## src/design/mifs_consts.svh

```systemverilog
`ifndef MIFS_CONSTS_SVH
`define MIFS_CONSTS_SVH

// ----------------------------------------
// register indices, byte address = 4 * index
// ----------------------------------------
`define MIFS_IDX_MASK 8'h18
`define MIFS_IDX_STATUS 8'h19
`define MIFS_IDX_CLR_READ 8'h1A
`define MIFS_IDX_CTRL 8'h20
`define MIFS_IDX_VPEAK 8'h21
`define MIFS_IDX_IPEAK 8'h22

// ----------------------------------------
// status bit positions
// ----------------------------------------
`define MIFS_B_ACT_HALF 0
`define MIFS_B_REACT_HALF 1
`define MIFS_B_APP_HALF 2
`define MIFS_B_SAG 3
`define MIFS_B_CROSS_TO 6
`define MIFS_B_RISE_CROSS 9
`define MIFS_B_LINE_DONE 12
`define MIFS_B_RESET 13
`define MIFS_B_VOLT_PEAK 14
`define MIFS_B_CUR_PEAK 15
`define MIFS_B_WAVE_READY 16
`define MIFS_B_ACT_FLIP 17
`define MIFS_B_REACT_FLIP 18
`define MIFS_B_SEQ_ERR 19

// ----------------------------------------
// control register fields
// ----------------------------------------
`define MIFS_C_SWRST 0
`define MIFS_C_LINE_MODE 1
`define MIFS_C_TERM_LO 2
`define MIFS_C_TERM_HI 4

// ----------------------------------------
// reset values and valid masks
// ----------------------------------------
`define MIFS_STATUS_RST 24'h002000
`define MIFS_MASK_RST 24'h000000
`define MIFS_MASK_VALID 24'h0FDFFF
`define MIFS_CTRL_RST 24'h00001C
`define MIFS_CTRL_VALID 24'h00001F
`define MIFS_PEAK_RST 24'h7FFFFF
`define MIFS_EVT_VALID 24'h0FDFFF

`endif

```

## src/design/mifs_pkg.sv

```systemverilog
package mifs_pkg;
	typedef logic [23:0] mifs_word_t;
	typedef logic [2:0] mifs_phase_t;
	typedef enum logic {
		MIFS_SEQ_IDLE = 1'b0,
		MIFS_SEQ_SAW_A = 1'b1
	} mifs_seq_e;
endpackage

```

## src/design/mifs_evt_if.sv

```systemverilog
`timescale 1ns/1ps
interface mifs_evt_if;
	import mifs_pkg::*;
	mifs_word_t evt;
	modport src (output evt);
	modport dst (input evt);
endinterface

```

## src/design/mifs_top.sv

```systemverilog
`timescale 1ns/1ps
`include "mifs_consts.svh"
// What this block does
// RULE_01: phase A, B, C sag sets status bits 3, 4, 5.
// RULE_02: missing zero crossing on A, B, C sets bits 6, 7, 8.
// RULE_03: rising voltage zero crossing on A, B, C sets bits 9-11; falling ignored.
// RULE_04: with line-cycle mode on, end of half-cycle integration sets bit 12.
// RULE_05: bit 13 marks reset or supply low; defaults one, others zero.
// RULE_06: a reset event restores all registers; software may trigger it.
// RULE_07: bit 13 reads high only one clock after a reset event.
// RULE_08: voltage sample above voltage peak threshold sets bit 14.
// RULE_09: current sample above current peak threshold sets bit 15.
// RULE_10: a new waveform sample ready sets bit 16.
// RULE_11: active power sign change on selected phases sets bit 17.
// RULE_12: reactive power sign change on selected phases sets bit 18.
// RULE_13: A crossing followed next by B instead of C sets bit 19.
// RULE_14: flags stay set until clear-on-read status is read, which clears them; the code also clears bits written as ones to the status register.
// RULE_15: interrupt pin pulled low while any set flag is enabled in the mask.
// RULE_16: bits 0, 1 flag energy bit-14 change; bit 2 apparent bit-15 rise.
// RULE_17: host reads the status register first to find the source.
// RULE_18: plain status read clears nothing; repeated events keep the flag set.
module mifs_top
	import mifs_pkg::*;
#(
	parameter int SAMPLE_W = 24
) (
	// clock and reset
	input wire logic mclk,
	input wire logic rst,
	// apb slave
	input wire logic [11:0] paddr,
	input wire logic psel,
	input wire logic penable,
	input wire logic pwrite,
	input wire logic [31:0] pwdata,
	output logic pready,
	output logic [31:0] prdata,
	output logic pslverr,
	// supply monitor pin
	input wire logic supplyLowPin,
	// event sources
	input wire mifs_phase_t sagEvt,
	input wire mifs_phase_t crossTimeout,
	input wire mifs_phase_t voltSign,
	input wire logic lineCycleDone,
	input wire logic sampleValid,
	input wire logic [SAMPLE_W-1:0] voltSample,
	input wire logic [SAMPLE_W-1:0] curSample,
	input wire logic waveformReady,
	input wire mifs_phase_t activeSign,
	input wire mifs_phase_t reactiveSign,
	input wire mifs_phase_t activeBit14,
	input wire mifs_phase_t reactiveBit14,
	input wire mifs_phase_t apparentBit15,
	// open-drain interrupt
	output logic irqNOut,
	output logic irqNOe
);
	mifs_evt_if evtIf();
	mifs_word_t mask_q, ctrl_q, vPeak_q, iPeak_q, flags, clrMask, readMux;
	logic supLowS1_q, supLowS2_q, swRst_q, resetEvt;
	logic setup, access, hitMask, hitStatus, hitClrRead, hitCtrl, hitVpk, hitIpk, mapped;
	logic [31:0] prdata_q;

	function automatic logic hitIdx(input logic [11:0] a, input logic [7:0] idx);
		hitIdx = (a[11:2] == {2'b00, idx}) && (a[1:0] == 2'b00);
	endfunction

	// ----------------------------------------
	// reset events
	// ----------------------------------------
	always_ff @(posedge mclk) begin
		if (rst) begin
			supLowS1_q <= 1'b0;
			supLowS2_q <= 1'b0;
		end else begin
			supLowS1_q <= supplyLowPin;
			supLowS2_q <= supLowS1_q;
		end
	end

	// supply low holds the block in reset for as long as it lasts
	assign resetEvt = rst || swRst_q || supLowS2_q; // [RULE_05] [RULE_06]

	// ----------------------------------------
	// apb decode
	// ----------------------------------------
	assign setup = psel && !penable;
	assign access = psel && penable;
	assign hitMask = hitIdx(paddr, `MIFS_IDX_MASK);
	assign hitStatus = hitIdx(paddr, `MIFS_IDX_STATUS);
	assign hitClrRead = hitIdx(paddr, `MIFS_IDX_CLR_READ);
	assign hitCtrl = hitIdx(paddr, `MIFS_IDX_CTRL);
	assign hitVpk = hitIdx(paddr, `MIFS_IDX_VPEAK);
	assign hitIpk = hitIdx(paddr, `MIFS_IDX_IPEAK);
	assign mapped = hitMask || hitStatus || hitClrRead || hitCtrl || hitVpk || hitIpk;

	// zero wait states: read data is captured in the setup cycle
	assign pready = 1'b1;
	assign pslverr = access && !mapped;
	assign prdata = prdata_q;

	always_comb begin
		readMux = 24'h000000;
		if (hitMask) begin
			readMux = mask_q;
		end else if (hitStatus || hitClrRead) begin
			readMux = flags; // [RULE_17]
		end else if (hitCtrl) begin
			readMux = ctrl_q;
		end else if (hitVpk) begin
			readMux = vPeak_q;
		end else if (hitIpk) begin
			readMux = iPeak_q;
		end
	end

	always_ff @(posedge mclk) begin
		if (resetEvt) begin
			prdata_q <= 32'h00000000;
		end else if (setup && !pwrite) begin
			prdata_q <= {8'h00, readMux};
		end
	end

	// ----------------------------------------
	// software registers
	// ----------------------------------------
	always_ff @(posedge mclk) begin
		if (resetEvt) begin
			mask_q <= `MIFS_MASK_RST; // [RULE_06]
		end else if (access && pwrite && hitMask) begin
			mask_q <= pwdata[23:0] & `MIFS_MASK_VALID;
		end
	end

	always_ff @(posedge mclk) begin
		if (resetEvt) begin
			ctrl_q <= `MIFS_CTRL_RST; // [RULE_06]
		end else if (access && pwrite && hitCtrl) begin
			ctrl_q <= pwdata[23:0] & `MIFS_CTRL_VALID & ~(24'h000001 << `MIFS_C_SWRST);
		end
	end

	always_ff @(posedge mclk) begin
		if (resetEvt) begin
			vPeak_q <= `MIFS_PEAK_RST;
			iPeak_q <= `MIFS_PEAK_RST;
		end else if (access && pwrite) begin
			if (hitVpk) begin
				vPeak_q <= pwdata[23:0];
			end
			if (hitIpk) begin
				iPeak_q <= pwdata[23:0];
			end
		end
	end

	// one-cycle software reset strobe
	always_ff @(posedge mclk) begin
		if (resetEvt) begin
			swRst_q <= 1'b0;
		end else begin
			swRst_q <= access && pwrite && hitCtrl && pwdata[`MIFS_C_SWRST]; // [RULE_06]
		end
	end

	// ----------------------------------------
	// clearing
	// ----------------------------------------
	// a clear-on-read clears only bits that were returned, so an event landing
	// between setup and access is never lost
	always_comb begin
		clrMask = 24'h000000;
		if (access && !pwrite && hitClrRead) begin
			clrMask = prdata_q[23:0]; // [RULE_14]
		end else if (access && pwrite && hitStatus) begin
			clrMask = pwdata[23:0];
		end
	end

	// ----------------------------------------
	// submodules
	// ----------------------------------------
	mifs_event_detect #(.SAMPLE_W(SAMPLE_W)) uDetect (
		.mclk(mclk),
		.resetEvt(resetEvt),
		.lineCycMode(ctrl_q[`MIFS_C_LINE_MODE]),
		.phase_term_select(ctrl_q[`MIFS_C_TERM_HI:`MIFS_C_TERM_LO]),
		.vPeakThr(vPeak_q[SAMPLE_W-1:0]),
		.iPeakThr(iPeak_q[SAMPLE_W-1:0]),
		.sagEvt(sagEvt),
		.crossTimeout(crossTimeout),
		.voltSign(voltSign),
		.lineCycleDone(lineCycleDone),
		.sampleValid(sampleValid),
		.voltSample(voltSample),
		.curSample(curSample),
		.waveformReady(waveformReady),
		.activeSign(activeSign),
		.reactiveSign(reactiveSign),
		.activeBit14(activeBit14),
		.reactiveBit14(reactiveBit14),
		.apparentBit15(apparentBit15),
		.ev(evtIf.src)
	);

	mifs_flag_store uFlags (
		.mclk(mclk),
		.resetEvt(resetEvt),
		.ev(evtIf.dst),
		.clrMask(clrMask),
		.flags(flags)
	);

	// ----------------------------------------
	// interrupt pin
	// ----------------------------------------
	assign irqNOut = 1'b0;
	assign irqNOe = |(flags & mask_q); // [RULE_15]
endmodule

```

## src/design/mifs_event_detect.sv

```systemverilog
`timescale 1ns/1ps
`include "mifs_consts.svh"
module mifs_event_detect
	import mifs_pkg::*;
#(
	parameter int SAMPLE_W = 24
) (
	// clock and reset event
	input wire logic mclk,
	input wire logic resetEvt,
	// configuration
	input wire logic lineCycMode,
	input wire mifs_phase_t phase_term_select,
	input wire logic [SAMPLE_W-1:0] vPeakThr,
	input wire logic [SAMPLE_W-1:0] iPeakThr,
	// raw event sources
	input wire mifs_phase_t sagEvt,
	input wire mifs_phase_t crossTimeout,
	input wire mifs_phase_t voltSign,
	input wire logic lineCycleDone,
	input wire logic sampleValid,
	input wire logic [SAMPLE_W-1:0] voltSample,
	input wire logic [SAMPLE_W-1:0] curSample,
	input wire logic waveformReady,
	input wire mifs_phase_t activeSign,
	input wire mifs_phase_t reactiveSign,
	input wire mifs_phase_t activeBit14,
	input wire mifs_phase_t reactiveBit14,
	input wire mifs_phase_t apparentBit15,
	// event pulses
	mifs_evt_if.src ev
);
	mifs_phase_t voltPrev_q, actPrev_q, reactPrev_q, aeP_q, reP_q, vaP_q;
	mifs_phase_t risingCross;
	mifs_seq_e seq_q;
	logic phase_sequence_error;

	// ----------------------------------------
	// previous levels for edge detection
	// ----------------------------------------
	// tracked through reset too, so a level already high at release
	// is not taken for a fresh edge
	always_ff @(posedge mclk) begin
		voltPrev_q <= voltSign;
		actPrev_q <= activeSign;
		reactPrev_q <= reactiveSign;
		aeP_q <= activeBit14;
		reP_q <= reactiveBit14;
		vaP_q <= apparentBit15;
	end

	// falling crossings are ignored on purpose
	assign risingCross = voltSign & ~voltPrev_q; // [RULE_03]

	// ----------------------------------------
	// phase order watch
	// ----------------------------------------
	always_ff @(posedge mclk) begin
		if (resetEvt) begin
			seq_q <= MIFS_SEQ_IDLE;
		end else if (risingCross[0]) begin
			seq_q <= MIFS_SEQ_SAW_A;
		end else if (risingCross[1] || risingCross[2]) begin
			seq_q <= MIFS_SEQ_IDLE;
		end
	end

	// a crossing of B before C after A is out of order
	assign phase_sequence_error = (seq_q == MIFS_SEQ_SAW_A) && risingCross[1] && !risingCross[2]; // [RULE_13]

	// ----------------------------------------
	// event word
	// ----------------------------------------
	always_comb begin
		ev.evt = 24'h000000;
		ev.evt[`MIFS_B_ACT_HALF] = |(activeBit14 ^ aeP_q); // [RULE_16]
		ev.evt[`MIFS_B_REACT_HALF] = |(reactiveBit14 ^ reP_q); // [RULE_16]
		ev.evt[`MIFS_B_APP_HALF] = |(apparentBit15 & ~vaP_q); // [RULE_16]
		ev.evt[`MIFS_B_SAG +: 3] = sagEvt; // [RULE_01]
		ev.evt[`MIFS_B_CROSS_TO +: 3] = crossTimeout; // [RULE_02]
		ev.evt[`MIFS_B_RISE_CROSS +: 3] = risingCross; // [RULE_03]
		ev.evt[`MIFS_B_LINE_DONE] = lineCycMode && lineCycleDone; // [RULE_04]
		ev.evt[`MIFS_B_VOLT_PEAK] = sampleValid && (voltSample > vPeakThr); // [RULE_08]
		ev.evt[`MIFS_B_CUR_PEAK] = sampleValid && (curSample > iPeakThr); // [RULE_09]
		ev.evt[`MIFS_B_WAVE_READY] = waveformReady; // [RULE_10]
		ev.evt[`MIFS_B_ACT_FLIP] = |((activeSign ^ actPrev_q) & phase_term_select); // [RULE_11]
		ev.evt[`MIFS_B_REACT_FLIP] = |((reactiveSign ^ reactPrev_q) & phase_term_select); // [RULE_12]
		ev.evt[`MIFS_B_SEQ_ERR] = phase_sequence_error; // [RULE_13]
	end
endmodule

```

## src/design/mifs_flag_store.sv

```systemverilog
`timescale 1ns/1ps
`include "mifs_consts.svh"
module mifs_flag_store
	import mifs_pkg::*;
(
	// clock and reset event
	input wire logic mclk,
	input wire logic resetEvt,
	// set and clear
	mifs_evt_if.dst ev,
	input wire mifs_word_t clrMask,
	// flags
	output mifs_word_t flags
);
	mifs_word_t sticky_q;
	logic rstFlag_q;

	// ----------------------------------------
	// sticky flags, set beats clear
	// ----------------------------------------
	always_ff @(posedge mclk) begin
		if (resetEvt) begin
			sticky_q <= 24'h000000;
		end else begin
			sticky_q <= ((sticky_q & ~clrMask) | ev.evt) & `MIFS_EVT_VALID; // [RULE_14] [RULE_18]
		end
	end

	// high from one cycle after the reset event starts until one cycle after it ends
	always_ff @(posedge mclk) begin
		rstFlag_q <= resetEvt; // [RULE_05] [RULE_07]
	end

	always_comb begin
		flags = sticky_q;
		flags[`MIFS_B_RESET] = rstFlag_q;
	end
endmodule

```

## config.mk

```make
export PLATFORM = sky130hd
export DESIGN_NAME = mifs_top
export DESIGN_NICKNAME = d
export VERILOG_FILES = /design/src/design/mifs_pkg.sv /design/src/design/mifs_evt_if.sv /design/src/design/mifs_top.sv /design/src/design/mifs_event_detect.sv /design/src/design/mifs_flag_store.sv
export VERILOG_INCLUDE_DIRS = /design/src /design/src/design
export SDC_FILE = /design/constraint.sdc
export NUM_CORES = 1
export LEC_CHECK = 0
export BUFFER_PORTS_ARGS = -buffer_cell sky130_fd_sc_hd__buf_2
export CAP_MARGIN = 0
export CORE_ASPECT_RATIO = 0.6
export CORE_MARGIN = 1
export CORE_UTILIZATION = 54
export CTS_CLUSTER_SIZE = 20
export DETAILED_ROUTE_END_ITERATION = 8
export GPL_TIMING_DRIVEN = 0
export PLACE_DENSITY = 0.8
export SLEW_MARGIN = 20
export SYNTH_ARGS = -nofsm -noshare
export SYNTH_HDL_FRONTEND = slang
export SYNTH_SLANG_ARGS = --single-unit
```

## constraint.sdc

```tcl
create_clock -name mclk -period 2.66 [get_ports mclk]
set_input_delay 0.266 -clock mclk [delete_from_list [all_inputs] [get_ports mclk]]
set_output_delay 0.266 -clock mclk [all_outputs]
set_load 0.02 [all_outputs]
```

[Word level (Yosys, flattened, before mapping)]
Cells that the tools add are included.
Operators by class
  magnitude comparators: 2
  equal/unequal tests: 6
  multiplexer cells: 9
  bitwise gates (word level): 14
  reduce and logical (&&, ||, !) cells: 45
Operators with widths (count)
  $mux W24: 5
  $gt A24 B24 Y1: 2
  $and A20 B20 Y20: 2
  $mux W20: 2
  $eq A10 B5 Y1 const B: 3
  $eq A10 B6 Y1 const B: 3
  $reduce_or A24 Y1: 1
  $logic_and A1 B1 Y1: 22
  $not A20 Y20: 1
  $or A20 B20 Y20: 1
  $reduce_or A3 Y1: 5
  $and A3 B3 Y3: 4
  $xor A3 B3 Y3: 4
  $logic_or A1 B1 Y1: 9
  $not A3 Y3: 2
  $logic_not A1 Y1: 4
  $reduce_and A2 Y1: 2
  $logic_not A2 Y1: 1
  $mux W1: 2
  $reduce_bool A2 Y1: 1
Storage, ports and cells
  flip-flop bits (word level): 137
  input port bits: 125
  word-level logic and storage cells: 93

[Depth between registers and ports, before layout]
  depth after elaboration: 9
  gate-level depth with buffers: 9
  depth with buffers taken out: 8

[By module]
From an unflattened synthesis, not the netlist that was laid out.
Second synthesis, totals
  cells, all modules: 905
  area, all modules: 7702.4 um2
By module, submodules not included
  mifs_top: instances 1, cells each 583, area each 4974.8 um2, seq. area each 1961.9 um2
  mifs_event_detect: instances 1, cells each 237, area each 1931.9 um2, seq. area each 380.4 um2
  mifs_flag_store: instances 1, cells each 85, area each 795.8 um2, seq. area each 400.4 um2

[Least setup slack after synthesis]
OpenSTA, ideal clock, no wires.
  kind: in2reg
  from: input port paddr[10]
  to: register uFlags.sticky_q[0]
  library setup time: 128 ps
  data arrival time: 2093 ps
  slack: 440 ps
  cell stages on the path: 7
  path buffers: 1
  path through: or4_1 buf_2 nor3_4 nor4b_4 a22oi_2 a2111oi_2 nor2_1
On the way
  longest elaborated chain between the ends: 8
  elaborated cells on any way between the ends: 11
  those cells by class: 2 x eq/ne; 2 x mux; 3 x bitwise; 4 x reduce/logical
Ends and longest elaborated chain
  start, declared: RTL line mifs_top.sv:31  | input wire logic [11:0] paddr,
  $eq A10 B5 Y1: RTL line mifs_top.sv:66  | hitIdx = (a[11:2] == {2'b00, idx}) && (a[1:0] == 2'b00);
  $logic_and A1 B1 Y1: RTL line mifs_top.sv:66
  $logic_and A1 B1 Y1: RTL line mifs_top.sv:177  | end else if (access && pwrite && hitStatus) begin
  $mux W20: RTL line mifs_top.sv:177
  $mux W20 (*): RTL line mifs_top.sv:175  | if (access && !pwrite && hitClrRead) begin
  $not A20 Y20 (*): RTL line mifs_flag_store.sv:25  | sticky_q <= ((sticky_q & ~clrMask) | ev.evt) & `MIFS_EVT_VALID;
  $and A20 B20 Y20 (*): RTL line mifs_flag_store.sv:25
  $or A20 B20 Y20 (*): RTL line mifs_flag_store.sv:25
  end signal, assigned: RTL line mifs_flag_store.sv:25
  end, declared: RTL line mifs_flag_store.sv:15  | mifs_word_t sticky_q;
Mark *: on every way between the ends. The rest lies on a longest branch, timed or not.
A chain may end at the register's enable or synchronous reset.

[Worst setup path in the final report]
  from: input port paddr[10]
  to: register prdata_q[20] (netlist: prdata[20])
On the way
  longest elaborated chain between the ends: 7
  elaborated cells on any way between the ends: 18
  those cells by class: 6 x eq/ne; 5 x mux; 7 x reduce/logical
Ends and longest elaborated chain
  $eq A10 B6 Y1: RTL line mifs_top.sv:66
  $logic_and A1 B1 Y1: RTL line mifs_top.sv:66
  $mux W24: RTL line mifs_top.sv:113  | end else if (hitIpk) begin
  $mux W24: RTL line mifs_top.sv:111  | end else if (hitVpk) begin
  $mux W24: RTL line mifs_top.sv:109  | end else if (hitCtrl) begin
  $mux W24: RTL line mifs_top.sv:107  | end else if (hitStatus || hitClrRead) begin
  $mux W24 (*): RTL line mifs_top.sv:105  | if (hitMask) begin
  end signal, assigned: RTL line mifs_top.sv:122  | prdata_q <= {8'h00, readMux};
  end, declared: RTL line mifs_top.sv:63  | logic [31:0] prdata_q;
Marked as above.

==> run summary <==
### Timing
- **final hold slack** 0.0463 ns
- **Worst Setup Slack, final** 0.0555 ns
- **timing-limited maximum frequency** 384 MHz
- **accumulated negative setup slack** 0 ns
- **total of endpoints with negative setup slack in the final report** 0
- **unrepaired setup endpoints after global routing** false
- **final number of max-transition violations** 0
- **Max-slew headroom** 0.329
- **slew of the pin with the lowest slew margin** 0.997 ns
- **Hold Fails Final Rpt** 0
- **final critical-path required period** 2.60 ns
- **Max Clock Skew** 0.00577 ns
- **final cycle utilization of the critical path** 0.979

### Floorplan
- **area of the die** 12800 sq um
- **total core area** 12100 sq um
- **Core Rows** 31
- **initial cell density of the core** 0.553
- **I/O pin count** 161
- **width of the die** 145 um
- **Die Span Y** 88.1 um

### Global routing
- **gr ovfl total** 0
- **global-route wire length before repair** 34.1 mm
- **overall global routing resource usage** 0.355
- **initial antenna violation count** 0
- **pin count of the biggest net entering global routing** 17
- **via count of the first global-routing pass** 6225

### Clock tree
- **library cell used as clock root buffer** sky130_fd_sc_hd__clkbuf_16
- **TritonCTS clock tree** done
- **clk_lat worst skew** 0.42 ns
- **Max H-tree Level** 4
- **number of buffers created by CTS** 17
- **Clock Sinks** 137
- **number of buffers between clock root and the deepest sink** 2
- **clock edge transition at the registers on the reported setup and hold paths** 0.06 ns

### Cells and area
- **most used cells in the layout excluding fill and tap cells** sky130_fd_sc_hd__buf_2 (144), sky130_fd_sc_hd__dfxtp_1 (137), sky130_fd_sc_hd__nand2_1 (130), sky130_fd_sc_hd__a21oi_1 (72), sky130_fd_sc_hd__inv_1 (51)
- **core utilization of the finished layout** 0.697
- **layout cell share with drive strength beyond 1** 0.205
- **ant diodes** 0
- **number of nets at the end of the flow** 1140
- **Filler cells** 963
- **commonest non-fill, non-tap cell in the layout** sky130_fd_sc_hd__buf_2
- **final design area excluding fillers** 8410 sq um
- **area grow syn2layout** 26.0%

### Setup path
- **data arrival time of the worst path** 2.95 ns
- **worst path required time** 3.00 ns
- **depth of the most critical reg-to-reg path** 7
- **reg-to-reg startpoint** iPeak_q[23]
- **register-to-register path setup slack** 0.25 ns
- **critical register-to-register path endpoint** uFlags.sticky_q[15]
- **launching element type of the critical path** input port
- **Worst setup EP type** flop
- **largest fanout on the critical path** 10
- **critical path class** in2reg

### Flow run
- **total of max-cap violations** 0

### Logic synthesis
- **Warnings, synthesis** 0
- **post-synthesis register bit count** 137
- **dominant synthesized flop cell** sky130_fd_sc_hd__dfxtp_1
- **average instance area after synthesis** 8.54 sq um
- **sequential cell area fraction in the yosys report** 0.411
- **number of synthesized flops with an enable pin** 0
- **Async SR Flop Fraction** 0
- **Syn Std Cell Area** 6670 sq um
- **number of distinct standard cells referenced by the synthesized netlist** 47
- **Synth Instances** 781

### Routing
- **detailed-route DRC error count** 0
- **first-iteration detailed-routing DRC count** 960
- **number of nets with antenna violations after detailed routing** 0
- **average via count per standard cell** 6.00
- **average wire length per cell after detail routing** 19.6 um
- **Routed Wire Length** 22.4 mm
- **total via count in the routed design** 6869
- **Initial DRT Pass Iterations** 6

### Placed design
- **DP Worst Slack** -0.305 ns
- **I/O Buffers** 140
- **total half-perimeter wirelength after legalization and detailed placement** 16.5 mm
- **post-placement cell area** 7610 sq um
- **final RePlAce weighted congestion** 0.952

### Min path
- **hold wc startpoint** crossTimeout[2]
- **class of the tightest hold or removal check** in2reg
- **number of stages on the worst hold path** 3
- **end of the worst hold path** uFlags.sticky_q[8]

### Power
- **largest voltage drop on the vdd net** 0.000495 V
- **power per cell area** 597 nW/um^2
- **Lkg Pwr** 0.00386 uW

### Run status
- **run status** finished, final reports clean

[cell families after synthesis]
logic type / count (synthesis) / share of synthesized area
other cells: 2 / 0.00113
flops: 137 / 0.411
mux: 12 / 0.0180
compound gates: 239 / 0.241
xor+xnor: 12 / 0.0158
buf+inv: 109 / 0.0700
simple gates: 222 / 0.153
fa+ha+maj: 48 / 0.0900
[through the flow]
step	total power [uW]	cells
CTS	5000	1144
global placement	2590	1094
floorplan	2380	789
finish	5020	1145
detailed placement	2590	1094
global route	5150	1145
[final cells by class]
cell class / instances / area [sq um] / share of cell area
multi-input cells: 543 / 3500 / 0.417
plain buffers: 57 / 272 / 0.0323
repair buffers: 159 / 888 / 0.106
well taps: 165 / 206 / 0.0246
clock inverters: 14 / 171 / 0.0204
clock buffers: 18 / 429 / 0.0510
inverters: 52 / 195 / 0.0232
flip-flops and latches: 137 / 2740 / 0.326
[critical path, cell delays in order]
cell and delay [ns]:
sky130_fd_sc_hd__buf_2 0.09, sky130_fd_sc_hd__or4_1 0.58, sky130_fd_sc_hd__buf_2 0.20, sky130_fd_sc_hd__nor4_1 0.82, sky130_fd_sc_hd__clkbuf_1 0.55, sky130_fd_sc_hd__a22oi_1 0.22, sky130_fd_sc_hd__o21ai_0 0.20
[what timing repair did]
action / 4_1_cts / 5_1_grt
endpoints found under the hold margin: 18 / 0
hold buffers: 18 / 0
resized for setup: 0 / 1
setup buffers: 0 / 1
endpoints found under the setup margin: 0 / 14
[state kept, by name (all words and copies together), names as in the netlist, 3 cells and up]
signal	cells
iPeak_q	24
vPeak_q	24
uFlags.sticky_q	19
prdata	24
uDetect.vaP_q	3
mask_q	19
uDetect.reP_q	3
uDetect.voltPrev_q	3
uDetect.reactPrev_q	3
uDetect.actPrev_q	3
uDetect.aeP_q	3
ctrl_q	4
[metal layers]
layer,vias to the layer above,GRT usage,share of wire
met3,41,0.118,0.14
met1,3164,0.493,0.43
met2,492,0.514,0.40
met5,-,0,0
met4,0,0.123,0.022
li1,3172,-,-
[how the worst max path moves through the flow]
| stage | end | cells past startpoint | startpoint |
|---|---|---|---|
| final | prdata[20] | 7 | paddr[10] |
| after global routing | uFlags.sticky_q[0] | 8 | paddr[10] |
| after CTS | prdata[23] | 7 | paddr[10] |
| after detailed placement | prdata[20] | 7 | paddr[10] |
| after global placement | prdata[19] | 7 | paddr[10] |
| after floorplan | uFlags.sticky_q[0] | 7 | paddr[10] |
[report_power, final]
group          internal (uW)  switching (uW)  leakage [uW]
logic                    178             266       0.00245
clock network           1480             949      0.000287
registers               2100            40.9       0.00112
[cell usage after synthesis (2+ instances only)]
library cell,count,area (sq um)
sky130_fd_sc_hd__clkbuf_1,35,131
sky130_fd_sc_hd__nor2b_1,9,56.3
sky130_fd_sc_hd__conb_1,2,7.51
sky130_fd_sc_hd__o211ai_1,46,345
sky130_fd_sc_hd__buf_2,4,20.0
sky130_fd_sc_hd__xor2_1,12,105
sky130_fd_sc_hd__a21oi_1,72,360
sky130_fd_sc_hd__nand2_1,130,488
sky130_fd_sc_hd__nand3_1,13,65.1
sky130_fd_sc_hd__mux2i_1,12,120
sky130_fd_sc_hd__nor2_1,25,93.8
sky130_fd_sc_hd__dfxtp_1,137,2740
sky130_fd_sc_hd__nand4_1,11,68.8
sky130_fd_sc_hd__o311ai_0,2,17.5
sky130_fd_sc_hd__o22ai_1,11,68.8
sky130_fd_sc_hd__o21ai_0,30,150
sky130_fd_sc_hd__nand3b_1,2,15.0
sky130_fd_sc_hd__buf_4,14,105
sky130_fd_sc_hd__a21o_1,2,15.0
sky130_fd_sc_hd__ha_1,48,601
sky130_fd_sc_hd__a222oi_1,5,50.1
sky130_fd_sc_hd__a211o_1,2,17.5
sky130_fd_sc_hd__nand2b_1,4,25.0
sky130_fd_sc_hd__a211oi_1,3,22.5
sky130_fd_sc_hd__a22o_1,9,78.8
sky130_fd_sc_hd__inv_1,51,191
sky130_fd_sc_hd__and3_1,7,43.8
sky130_fd_sc_hd__nor4_1,4,25.0
sky130_fd_sc_hd__a22oi_1,28,210
sky130_fd_sc_hd__a221oi_1,21,184
sky130_fd_sc_hd__a2111oi_2,2,30.0
sky130_fd_sc_hd__nor3_1,9,45.0
sky130_fd_sc_hd__a22oi_2,2,25.0
sky130_fd_sc_hd__buf_1,4,15.0
No activity file was read; power rests on OpenSTA's default activity.
